<file path="config.mk">
export PLATFORM = sky130hd
export DESIGN_NAME = ncs_charger
export DESIGN_NICKNAME = d
export VERILOG_FILES = /design/src/hdl/ncs_pkg.sv /design/src/hdl/ncs_slot_gen.sv /design/src/hdl/ncs_charger.sv
export SDC_FILE = /design/constraint.sdc
export NUM_CORES = 1
export LEC_CHECK = 0
export ABC_AREA = 0
export ABC_CLOCK_PERIOD_IN_PS = 5150
export BUFFER_PORTS_ARGS = -buffer_cell sky130_fd_sc_hd__buf_2
export CORE_MARGIN = 2
export CORE_UTILIZATION = 40
export DETAILED_ROUTE_END_ITERATION = 10
export PLACE_DENSITY = 0.59
export SLEW_MARGIN = 20
export SYNTH_ARGS = -nofsm -noshare
export SYNTH_HDL_FRONTEND = slang
export SYNTH_HIERARCHICAL = 1
export SYNTH_SLANG_ARGS = --single-unit
export TNS_END_PERCENT = 1
</file>
<file path="constraint.sdc">
create_clock -name CLK -period 5.15 [get_ports CLK]
set_clock_uncertainty 0.05 [all_clocks]
set_input_delay 0.2575 -clock CLK [delete_from_list [all_inputs] [get_ports CLK]]
set_output_delay 0.2575 -clock CLK [all_outputs]
set_load 0.01 [all_outputs]
</file>
<file path="src/hdl/ncs_pkg.sv">
// Functional notes
// [RL1] qualify cell voltage and temperature before charging
// [RL2] below 1.0V precharge at 0.125 gate duty
// [RL3] voltage above 1.0V moves precharge to fast
// [RL4] fast charge gate active 31 of 32 slots
// [RL5] impedance check in skipped slot, high impedance faults
// [RL6] fast charge ends on -2mV from peak
// [RL7] timer ends fast; temperature, voltage, impedance faults stop it
// [RL8] top-off at 12.5% for half fast timeout
// [RL9] maintenance at 1/64 until removal or power cycle; a floating timeout pin also ends it, via suspend
// [RL10] current switch high at 0.125V, low at 0.1V
// [RL11] hysteretic switching only while gate output is low
// [RL12] floating timeout pin means suspend, no charging
// [RL13] duty from repeating frame of equal slots
// [RL14] fault holds gate high until removal or power cycle
package ncs_pkg;

  // clock and slot timing
  localparam int CLK_MHZ = 25;
  localparam int SLOT_US = 1000;
  localparam int SLOT_CYCLES_DEF = SLOT_US * CLK_MHZ;
  localparam int SLOT_IDX_W = 6;

  // fast-charge timeout as programmed by the timeout resistor
  localparam int FAST_TIMEOUT_S = 7200;
  localparam int FAST_TIMEOUT_SLOTS_DEF = FAST_TIMEOUT_S * (1000000 / SLOT_US);

  // cell voltage thresholds, millivolts
  localparam logic [11:0] VCELL_MIN_MV = 12'h3e8;
  localparam logic [11:0] VCELL_MAX_MV = 12'h672;
  localparam logic [11:0] NDV_MV = 12'h002;
  localparam logic [11:0] IMP_LIMIT_MV_DEF = 12'h064;

  // duty patterns: gate on when (idx & mask) == 0, fast uses skip slot
  localparam logic [5:0] PRE_SLOT_MASK = 6'h07;
  localparam logic [5:0] MAINT_SLOT_MASK = 6'h3f;
  localparam logic [5:0] FAST_SLOT_MASK = 6'h1f;
  localparam logic [5:0] FAST_SKIP_SLOT = 6'h1f;
  localparam logic [5:0] FAST_FRAME_START = 6'h00;

  typedef enum logic [2:0] {
    ST_IDLE,
    ST_SUSPEND,
    ST_QUAL,
    ST_PRE,
    ST_FAST,
    ST_TOPOFF,
    ST_MAINT,
    ST_FAULT
  } ncs_state_e;

  // comparator and converter results from the analog front end
  typedef struct packed {
    logic [11:0] cell_mv;
    logic temp_cold;
    logic temp_hot;
    logic cs_peak;
    logic cs_valley;
  } ncs_sense_s;

  // slot timing from the slot generator
  typedef struct packed {
    logic start;
    logic [SLOT_IDX_W-1:0] idx;
  } ncs_slot_s;

endpackage : ncs_pkg

</file>
<file path="src/hdl/ncs_slot_gen.sv">
`timescale 1ns/1ns
`default_nettype none
module ncs_slot_gen
  import ncs_pkg::*;
#(
  parameter int SLOT_CYCLES = SLOT_CYCLES_DEF
)
(
  input wire logic clk,
  input wire logic srst,
  input wire logic ce,
  output ncs_slot_s slot
);

  localparam int CNT_W = $clog2(SLOT_CYCLES + 1);

  logic [CNT_W-1:0] cyc_q;
  logic [SLOT_IDX_W-1:0] idx_q;
  logic start_q;
  logic wrap_w;

  // elaboration guard: a one-cycle slot would hold start high for good
  if (SLOT_CYCLES < 2)
  begin : g_bad_slot
    $error("slot length must be at least two cycles");
  end

  // one slot ends when the cycle counter wraps
  assign wrap_w = (cyc_q == CNT_W'(SLOT_CYCLES - 1));

  // equal slots; the 64-slot index wraps by itself to repeat the frame
  always_ff @(posedge clk)
  begin
    if (srst)
    begin
      cyc_q <= '0;
      idx_q <= '0;
      start_q <= 1'b0;
    end
    else if (ce)
    begin
      cyc_q <= wrap_w ? '0 : cyc_q + CNT_W'(1);
      idx_q <= wrap_w ? idx_q + SLOT_IDX_W'(1) : idx_q; // [RL13]
      start_q <= wrap_w;
    end
  end

  assign slot.start = start_q;
  assign slot.idx = idx_q;

endmodule : ncs_slot_gen
`default_nettype wire

</file>
<file path="src/hdl/ncs_charger.sv">
`timescale 1ns/1ns
`default_nettype none
module ncs_charger
  import ncs_pkg::*;
#(
  parameter int SLOT_CYCLES = SLOT_CYCLES_DEF,
  parameter int FAST_TIMEOUT_SLOTS = FAST_TIMEOUT_SLOTS_DEF,
  parameter logic [11:0] IMP_LIMIT_MV = IMP_LIMIT_MV_DEF
)
(
  input wire logic CLK,
  input wire logic SRST,
  input wire logic CE,
  input wire ncs_sense_s SENSE,
  input wire logic CELL_PRESENT,
  input wire logic TIMEOUT_PROGRAM_PIN_FLOAT,
  output logic CHARGE_GATE_OUT_N,
  output logic CURRENT_SWITCH_OUT,
  output ncs_state_e CHARGE_PHASE,
  output logic FAULT
);

  // elaboration guards on the programmed timeout and impedance limit
  if (FAST_TIMEOUT_SLOTS < 4)
  begin : g_bad_timeout
    $error("fast timeout must cover at least four slots");
  end
  if (IMP_LIMIT_MV == 12'h000)
  begin : g_bad_limit
    $error("impedance limit must be non-zero");
  end

  ncs_slot_s slot;
  ncs_state_e state_q;
  ncs_state_e state_d;
  logic [31:0] timer_q;
  logic [11:0] peak_q;
  logic [11:0] v_on_q;
  logic v_on_valid_q;
  logic gate_n_q;
  logic cs_q;

  logic v_low_w;
  logic v_over_w;
  logic temp_bad_w;
  logic skip_start_w;
  logic check_w;
  logic imp_bad_w;
  logic ndv_w;
  logic fast_done_w;
  logic topoff_done_w;
  logic fast_fault_w;
  logic gate_on_w;
  logic pre_on_w;
  logic fast_on_w;
  logic maint_on_w;

  ncs_slot_gen #(
    .SLOT_CYCLES(SLOT_CYCLES)
  ) u_slot (
    .clk(CLK),
    .srst(SRST),
    .ce(CE),
    .slot(slot)
  );

  // cell window tests on the live converter value and temperature comparators
  assign v_low_w = (SENSE.cell_mv < VCELL_MIN_MV); // [RL1]
  assign v_over_w = (SENSE.cell_mv > VCELL_MAX_MV); // [RL1]
  assign temp_bad_w = SENSE.temp_cold | SENSE.temp_hot; // [RL1]

  // skip slot starts: loaded voltage is still on the cell, capture it
  assign skip_start_w = slot.start && ((slot.idx & FAST_SLOT_MASK) == FAST_SKIP_SLOT);
  // after the skip slot the cell has rested: compare rest against load
  assign check_w = (state_q == ST_FAST) && slot.start && v_on_valid_q &&
                   ((slot.idx & FAST_SLOT_MASK) == FAST_FRAME_START);
  // alkaline cells sag far more under load than nickel-metal cells
  assign imp_bad_w = check_w && (v_on_q > SENSE.cell_mv) &&
                     ((v_on_q - SENSE.cell_mv) > IMP_LIMIT_MV); // [RL5]
  // rested samples only, so ripple under load cannot fake a drop
  assign ndv_w = check_w && (peak_q > SENSE.cell_mv) &&
                 ((peak_q - SENSE.cell_mv) >= NDV_MV); // [RL6]
  assign fast_done_w = slot.start && (timer_q >= 32'(FAST_TIMEOUT_SLOTS - 1)); // [RL7]
  assign topoff_done_w = slot.start && (timer_q >= 32'(FAST_TIMEOUT_SLOTS / 2 - 1)); // [RL8]
  assign fast_fault_w = SENSE.temp_hot | SENSE.temp_cold | v_over_w | imp_bad_w; // [RL7]

  // phase sequencing; removal always wins, a fault outlasts suspend
  always_comb
  begin
    state_d = state_q;
    if (!CELL_PRESENT)
      state_d = ST_IDLE; // [RL9]
    else if (state_q == ST_FAULT)
      state_d = ST_FAULT; // [RL14]
    else if (TIMEOUT_PROGRAM_PIN_FLOAT)
      state_d = ST_SUSPEND; // [RL12]
    else
    begin
      unique case (state_q)
        ST_IDLE:
          state_d = ST_QUAL;
        ST_SUSPEND:
          state_d = ST_QUAL;
        ST_QUAL:
          // waits here while temperature is out of window or the cell is over voltage; a low cell goes on to precharge
          if (slot.start && !temp_bad_w && !v_over_w)
            state_d = v_low_w ? ST_PRE : ST_FAST; // [RL1] [RL2]
        ST_PRE:
          if (temp_bad_w || v_over_w)
            state_d = ST_FAULT;
          else if (slot.start && !v_low_w)
            state_d = ST_FAST; // [RL3]
        ST_FAST:
          if (fast_fault_w)
            state_d = ST_FAULT; // [RL7]
          else if (ndv_w || fast_done_w)
            state_d = ST_TOPOFF; // [RL6] [RL7]
        ST_TOPOFF:
          if (topoff_done_w)
            state_d = ST_MAINT; // [RL8]
        ST_MAINT:
          state_d = ST_MAINT; // [RL9]
        ST_FAULT:
          state_d = ST_FAULT;
      endcase
    end
  end

  always_ff @(posedge CLK)
  begin
    if (SRST)
      state_q <= ST_IDLE;
    else if (CE)
      state_q <= state_d;
  end

  // slot timer restarts on every phase change
  always_ff @(posedge CLK)
  begin
    if (SRST)
      timer_q <= '0;
    else if (CE)
    begin
      if (state_d != state_q)
        timer_q <= '0;
      else if (slot.start && (state_q == ST_FAST || state_q == ST_TOPOFF))
        timer_q <= timer_q + 32'h0000_0001; // [RL7] [RL8]
    end
  end

  // loaded sample and rested peak for the fast phase
  always_ff @(posedge CLK)
  begin
    if (SRST)
    begin
      v_on_q <= '0;
      v_on_valid_q <= 1'b0;
      peak_q <= '0;
    end
    else if (CE)
    begin
      if (state_q != ST_FAST)
      begin
        v_on_valid_q <= 1'b0;
        peak_q <= '0;
      end
      else
      begin
        if (skip_start_w)
        begin
          v_on_q <= SENSE.cell_mv; // [RL5]
          v_on_valid_q <= 1'b1;
        end
        if (check_w && SENSE.cell_mv > peak_q)
          peak_q <= SENSE.cell_mv; // [RL6]
      end
    end
  end

  // gate duty per phase from the slot index
  assign pre_on_w = ((slot.idx & PRE_SLOT_MASK) == 6'h00); // [RL2] [RL8]
  assign fast_on_w = ((slot.idx & FAST_SLOT_MASK) != FAST_SKIP_SLOT); // [RL4]
  assign maint_on_w = ((slot.idx & MAINT_SLOT_MASK) == 6'h00); // [RL9]
  assign gate_on_w = ((state_q == ST_PRE || state_q == ST_TOPOFF) && pre_on_w) ||
                     ((state_q == ST_FAST) && fast_on_w) ||
                     ((state_q == ST_MAINT) && maint_on_w); // [RL13]

  // gate is active low; fault, suspend and idle leave it high
  always_ff @(posedge CLK)
  begin
    if (SRST)
      gate_n_q <= 1'b1;
    else if (CE)
      gate_n_q <= ~gate_on_w; // [RL14] [RL12]
  end

  // hysteretic current switch, held low while the gate is high
  always_ff @(posedge CLK)
  begin
    if (SRST)
      cs_q <= 1'b0;
    else if (CE)
    begin
      if (gate_n_q)
        cs_q <= 1'b0; // [RL11]
      else if (SENSE.cs_peak)
        cs_q <= 1'b1; // [RL10]
      else if (SENSE.cs_valley)
        cs_q <= 1'b0; // [RL10]
    end
  end

  assign CHARGE_GATE_OUT_N = gate_n_q;
  assign CURRENT_SWITCH_OUT = cs_q;
  assign CHARGE_PHASE = state_q;
  assign FAULT = (state_q == ST_FAULT);
endmodule : ncs_charger
`default_nettype wire

</file>
==> impl_metrics.toml, run 1 <==
[global_routing]
grt_pass1_wl_um = 24800
use_met3 = 0.0387
antenna_found_initial = 0
met1_usage = 0.263
grt_usage = 0.205
gr-total-overflow = 0
grt_pass1_vias = 5210
grt-busiest-layer = "met2"
grt_max_degree = 53
met2_usage = 0.343

[outcome]
status = "finished clean"

[floorplanning]
die_w_um = 123
io_pins = 27
fp.dieArea_um2 = 15200
fp.coreArea_um2 = 13900
die_y_um = 123
start_util = 0.410
num_rows = 43

[placed_design]
gp_congestion = 0.910
dpl_cell_area_um2 = 5970
dp_hpwl_um = 10900
numPortBuffers = 26

[route]
wl_per_cell_um = 15.9
vias_per_cell = 5.84
drt_iter0_markers = 472
routed_wl_um = 14800
vias = 5436
drtPass1Iterations = 7
antenna_left = 0
drc = 0

[timing]
fin_crit_sh = 0.699
fin_crit_ps = 3600
grt_setup_unrepaired = "false"
fmax_ghz = 0.278
max_slew.worst_pin.slew_ps = 976
final-setup-viol-count = 0
relSlewSlack = 0.349
drv_slew = 0
fin_setup_tns_ps = 0
hold_violations = 0

[pwr]
swShare = 0.257
p_per_area_nw_per_um2 = 240
p_int_uw = 1120
p_leak_uw = 0.00245
ir_drop_uv = 209
p_switching_uw = 386
power_frac_clock = 0.442
seqPwrFrac = 0.443
pwr-share-comb = 0.115

[cts]
clk_path_buf_depth = 2
cts_made_buffers = 9
clk_latency_ps = 350
cts_tree = "yes"
cts_setup_buffers = 0
cts_hold_buf = 0
cts.root.buffer_cell = "clkbuf_16"
clock-sinks = 84
cts_resized = 0
clk_pin_slew_ps = 70
htreeDepth = 3

[setup_path]
worst_ep_arrival_time_ps = 3770
cp_slowest_stage_delay_ps = 400
crit_path_max_fanout = 24
critPathLaunchType = "flop"
crit_family = "compound AO/OA/AOI/OAI gates"
crit_chain = "inv_1 > ha_1 > inv_1 > fa_1 > a21o_1 > a211o_1 > a211oi_1 > a311oi_1 > o31a_1 > a21boi_1 > o31ai_4 > buf_4 > a21boi_1 > o21ai_0"
worstSetupPathType = "reg2reg"
worstSetupEndpointType = "flop"
crit_required_ps = 5320
cp_slowest_cell = "fa_1"
worst-path-buf-inv = 3

[logic_synthesis]
ys_seq_area_frac = 0.294
synth_edf_count = 0
synthFlopType = "dfxtp_1"
synth.area.top_cells = "dfxtp_1 (29%), ha_1 (5.9%), nand2_1 (5.7%)"
post_synth.cell_area_avg_um2 = 7.75
yosysMostFrequentCell = "nand2_1"
async_flop_share = 0
ys_ff_latch = 84
yosys.area.top_type = "dfxtp_1"
synth_top_area_frac = 0.294
synth_common_cells = "nand2_1 (86), dfxtp_1 (84), nor2_1 (66)"
synth_nets = 787
syn_inst = 737
netlist_area_um2 = 5710
yosysUniqueCellTypes = 75
yosys_warnings = 6

[cells_and_area]
antenna_cells = 0
drive_above_1_share = 0.0852
syn_to_final_growth_pct = 9.79
num-nets-final = 797
fin_area_um2 = 6270

[job]
cap_viol_max_count = 0

[hold_path]
hold_class = "in2reg"
==> per-layer routing <==
metal | part of all wire | wire, µm
met1 | 0.46 | 6820
met3 | 0.047 | 690
met2 | 0.47 | 7030
met5 | 0 | 0
met4 | 0.020 | 291
==> cell families (layout without fill, tap and decap cells) <==
family	count (synthesis)	after routing	synth area share
buffers and inverters	69	83	0.0495
xor gates and xnor gates	22	22	0.0337
adders and majority gates	29	29	0.0662
muxes	20	20	0.0357
and+or+nand+nor	348	348	0.314
DFF	84	84	0.294
AOI/OAI and AO/OA	165	165	0.206
==> layout by cell type (no fill, tap or decap), types with 12 or more instances in the layout <==
| cell type | count |
|---|---|
| nor3_1 | 29 |
| nand4_1 | 18 |
| nor2_1 | 66 |
| nor4_1 | 14 |
| nand2_1 | 86 |
| buf_2 | 26 |
| or3_1 | 12 |
| mux2i_1 | 17 |
| and3_1 | 14 |
| a21oi_1 | 36 |
| o2111ai_1 | 14 |
| ha_1 | 27 |
| dfxtp_1 | 84 |
| inv_1 | 35 |
| o21ai_0 | 26 |
| nand3_1 | 39 |
| xnor2_1 | 15 |
| and2_1 | 18 |
==> power by group through the flow <==
| stage | sequential [µW] | combinational, µW | clock (µW) |
|---|---|---|---|
| after floorplan | 677 | 120 | 0 |
| after global placement | 680 | 169 | 0 |
| after detailed placement | 680 | 172 | 0 |
| after CTS | 665 | 173 | 689 |
| after global routing | 667 | 192 | 710 |
| final | 666 | 173 | 664 |
==> flip-flops by register name (all words and copies together) (netlist names) <==
name	cells
CHARGE_GATE_OUT_N	1
CHARGE_PHASE	3
CURRENT_SWITCH_OUT	1
peak_q	12
timer_q	32
u_slot/cyc_q	15
u_slot/idx_q	6
u_slot/start_q	1
v_on_q	12
v_on_valid_q	1
==> stage by stage <==
step | hold WS (ps) | util | power, µW | instances | worst slack [ps]
after floorplan | 344 | - | 797 | 737 | 1950
after global routing | 147 | 0.450 | 1570 | 931 | 1300
after detailed placement | 396 | 0.428 | 852 | 916 | 1430
final | 133 | 0.450 | 1500 | 931 | 1550
after global placement | 393 | 0.428 | 849 | 916 | 1540
after CTS | 117 | 0.450 | 1530 | 931 | 1600
==> cell type report <==
type | count | area [µm²]
Sequential cell | 84 | 1680
Inverter | 35 | 131
Fill cell | 1407 | 7660
Tap cell | 180 | 225
Timing Repair Buffer | 33 | 183
Clock buffer | 12 | 256
Multi-Input combinational cell | 584 | 3750
Clock inverter | 3 | 46.3
==> final timing paths <==
kind                     from            endpoint  slack [ps]  cells after the start
setup / recovery    v_on_q[0]         timer_q[19]        1550                     14
hold / removal       SENSE[1]  CURRENT_SWITCH_OUT         130                      3
setup reg to reg    v_on_q[0]         timer_q[19]        1550                     14
hold reg to reg   timer_q[28]         timer_q[28]         410                      1
==> worst reg2reg max path, cell delays in order (launching register included) <==
cell and delay (ps):
dfxtp_1 320, inv_1 50, ha_1 170, inv_1 60, fa_1 400, a21o_1 210, a211o_1 380, a211oi_1 350
a311oi_1 110, o31a_1 150, a21boi_1 380, o31ai_4 100, buf_4 230, a21boi_1 370, o21ai_0 160
No activity file was read; power rests on OpenSTA's default activity.
==> run 2: changes to the inputs <==
--- a/config.mk
+++ b/config.mk
@@ -5,13 +5,13 @@
 export SDC_FILE = /design/constraint.sdc
 export NUM_CORES = 1
 export LEC_CHECK = 0
-export ABC_AREA = 0
-export ABC_CLOCK_PERIOD_IN_PS = 5150
+export ABC_AREA = 1
+export ABC_CLOCK_PERIOD_IN_PS = 3150
 export BUFFER_PORTS_ARGS = -buffer_cell sky130_fd_sc_hd__buf_2
 export CORE_MARGIN = 2
 export CORE_UTILIZATION = 40
 export DETAILED_ROUTE_END_ITERATION = 10
-export PLACE_DENSITY = 0.59
+export PLACE_DENSITY = 0.61
 export SLEW_MARGIN = 20
 export SYNTH_ARGS = -nofsm -noshare
 export SYNTH_HDL_FRONTEND = slang
==> constraint.sdc (replaced) <==
create_clock -name CLK -period 3.15 [get_ports CLK]
set_clock_uncertainty 0.05 [all_clocks]
set_input_delay 0.1575 -clock CLK [delete_from_list [all_inputs] [get_ports CLK]]
set_output_delay 0.1575 -clock CLK [all_outputs]
set_load 0.01 [all_outputs]
==> impl_metrics.toml, run 2 <==
[pwr]
p_per_area_nw_per_um2 = 388
total_power_uw = 2690
p_leak_uw = 0.00332
ir_drop_uv = 254

[route]
antenna_left = 0
wl_per_cell_um = 11.9
drt_iter0_markers = 274
vias_per_cell = 4.94
vias = 6130
drtPass1Iterations = 5
drc = 0
routed_wl_um = 14800

[floorplanning]
die_w_um = 128
num_rows = 45
fp.dieArea_um2 = 16500
fp.coreArea_um2 = 15100
die_y_um = 128
io_pins = 27
start_util = 0.408

[setup_path]
critPathLaunchType = "flop"
r2r-end = "timer_q[21]"
worstSetupPathType = "reg2reg"
r2r_start = "peak_q[0]"
rrSetupSlack_ps = 10
worstSetupEndpointType = "flop"
crit_required_ps = 3350
worst_ep_arrival_time_ps = 3330
crit_path_max_fanout = 30
reg2regPathDepth = 26

[global_routing]
grt_max_degree = 60
grt_pass1_wl_um = 25700
grt_pass1_vias = 5526
gr-total-overflow = 0
grt_usage = 0.189
antenna_found_initial = 0

[logic_synthesis]
synth_nets = 1068
yosysMostFrequentCell = "nand2_1"
yosys.area.top_type = "dfxtp_1"
yosys_warnings = 6
synth_common_cells = "nand2_1 (290), inv_1 (149), nor2_1 (114)"
synth_edf_count = 0
syn_inst = 1018
ys_ff_latch = 84
ys_seq_area_frac = 0.272
async_flop_share = 0
synth.area.top_cells = "dfxtp_1 (27%), nand2_1 (18%), inv_1 (9.1%)"
yosysUniqueCellTypes = 45
synth_top_area_frac = 0.272
synthFlopType = "dfxtp_1"
post_synth.cell_area_avg_um2 = 6.07
netlist_area_um2 = 6180

[cells_and_area]
antenna_cells = 0
mostFrequentLayoutCell = "nand2_1"
layout_common_cells = "nand2_1 (288), inv_1 (147), nor2_1 (113)"
largestRegisters = "timer_q: 32 flops, u_slot/cyc_q: 15 flops"
n_fill_cell = 1619
num-nets-final = 1099
syn_to_final_growth_pct = 12.5
top_register = "timer_q"
final_cells = 1242
drive_above_1_share = 0.109
largest_reg_flops = 32

[timing]
fin_setup_tns_ps = 0
setup_slack_ps = 13.8
fin_crit_ps = 3140
grt_setup_unrepaired = "true"
hold_violations = 0
max_slew.worst_pin.slew_ps = 739
fin_crit_sh = 0.996
drv_slew = 0
relSlewSlack = 0.505
final-setup-viol-count = 0
fmax_ghz = 0.319

[cts]
clk_pin_slew_ps = 70
clk_latency_ps = 350
clk_path_buf_depth = 2
clock-sinks = 84
cts_tree = "yes"
cts.root.buffer_cell = "clkbuf_16"
htreeDepth = 3
cts_made_buffers = 9
cts_setup_buffers = 0

[placed_design]
dp_cells = 1226
pre_cts_ws_ps = -80.5
dp_hpwl_um = 11200
numPortBuffers = 26
gp_congestion = 0.856

[job]
cap_viol_max_count = 0

[hold_path]
min_to = "peak_q[2]"
hold_class = "in2reg"
whs_path_depth = 3
hp-start = "SENSE[6]"

[outcome]
status = "finished clean"
run 2: layer usage:
metal	track usage	vias up	part of all wire
met5	0	-	0
met4	0.0543	0	0.020
met3	0.0413	18	0.032
met2	0.294	85	0.43
met1	0.262	2706	0.52
li1	-	3321	-
run 2: power breakdown:
group / leakage (µW) / internal (µW) / total (µW) / switching [µW]
Sequential: 0.000682 / 1100 / 1140 / 42.5
Combinational: 0.00249 / 167 / 449 / 283
Clock: 0.000149 / 656 / 1100 / 445
run 2: repair_timing:
item / 4_1_cts / 5_1_grt
resized for setup: 6 / 12
endpoints found under the setup margin: 25 / 32
hold buffers: 0 / 0
pin swaps: 1 / 2
run 2: through the flow:
step                area, µm²  utilization  hold WS (ps)
floorplan                6180            -           177
global placement         6590        0.435           377
detailed placement       6590        0.435           379
CTS                      6910        0.456          18.3
global route             6950        0.459          38.4
finish                   6950        0.459          33.5
run 2: how the worst max path moves through the flow:
stage / start / to / slack [ps] / depth (start not counted)
floorplan: peak_q[0] / timer_q[16] / 200 / 27
global placement: peak_q[0] / timer_q[13] / -4 / 26
detailed placement: peak_q[0] / timer_q[13] / -80 / 26
CTS: peak_q[0] / timer_q[21] / 10 / 26
global route: peak_q[0] / timer_q[20] / -230 / 27
finish: peak_q[0] / timer_q[21] / 10 / 26
run 2: critical path: stages (launching register included):
cell and delay (ps):
dfxtp_1 330, inv_1 40, ha_2 170, fa_2 360
inv_2 60, nand2_1 50, nand2_2 90, nand3_1 90
nand2_1 80, nand2_1 50, nand2_1 50, nand3_1 100
nor2_2 120, nand3_2 110, a21oi_2 180, nand2_1 70
nand2_1 80, nand3_1 90, nand2_1 90, nand2_1 50
nand2_1 50, nand2_1 80, nor2_4 130, nand2_4 90
buf_12 170, a21oi_1 140, nor2_1 60
run 2: cell families (layout without fill, tap and decap cells):
family                   after synthesis  count (layout)  share of synthesized area
XOR/XNOR                              25              25                     0.0354
AO/OA/AOI/OAI                        119             119                      0.107
flip-flops                            84              84                      0.272
AND/OR/NAND/NOR                      576             576                      0.406
adder cells (fa/ha/maj)               29              29                     0.0612
buffers and inverters                185             221                      0.119
run 2: cell type report:
cell class / count / area [µm²] / area share
Tap cell: 188 / 235 / 0.0339
Clock buffer: 12 / 256 / 0.0369
Multi-Input combinational cell: 749 / 3820 / 0.550
Timing Repair Buffer: 49 / 323 / 0.0465
Inverter: 156 / 586 / 0.0843
Clock inverter: 4 / 47.5 / 0.00684
Sequential cell: 84 / 1680 / 0.242
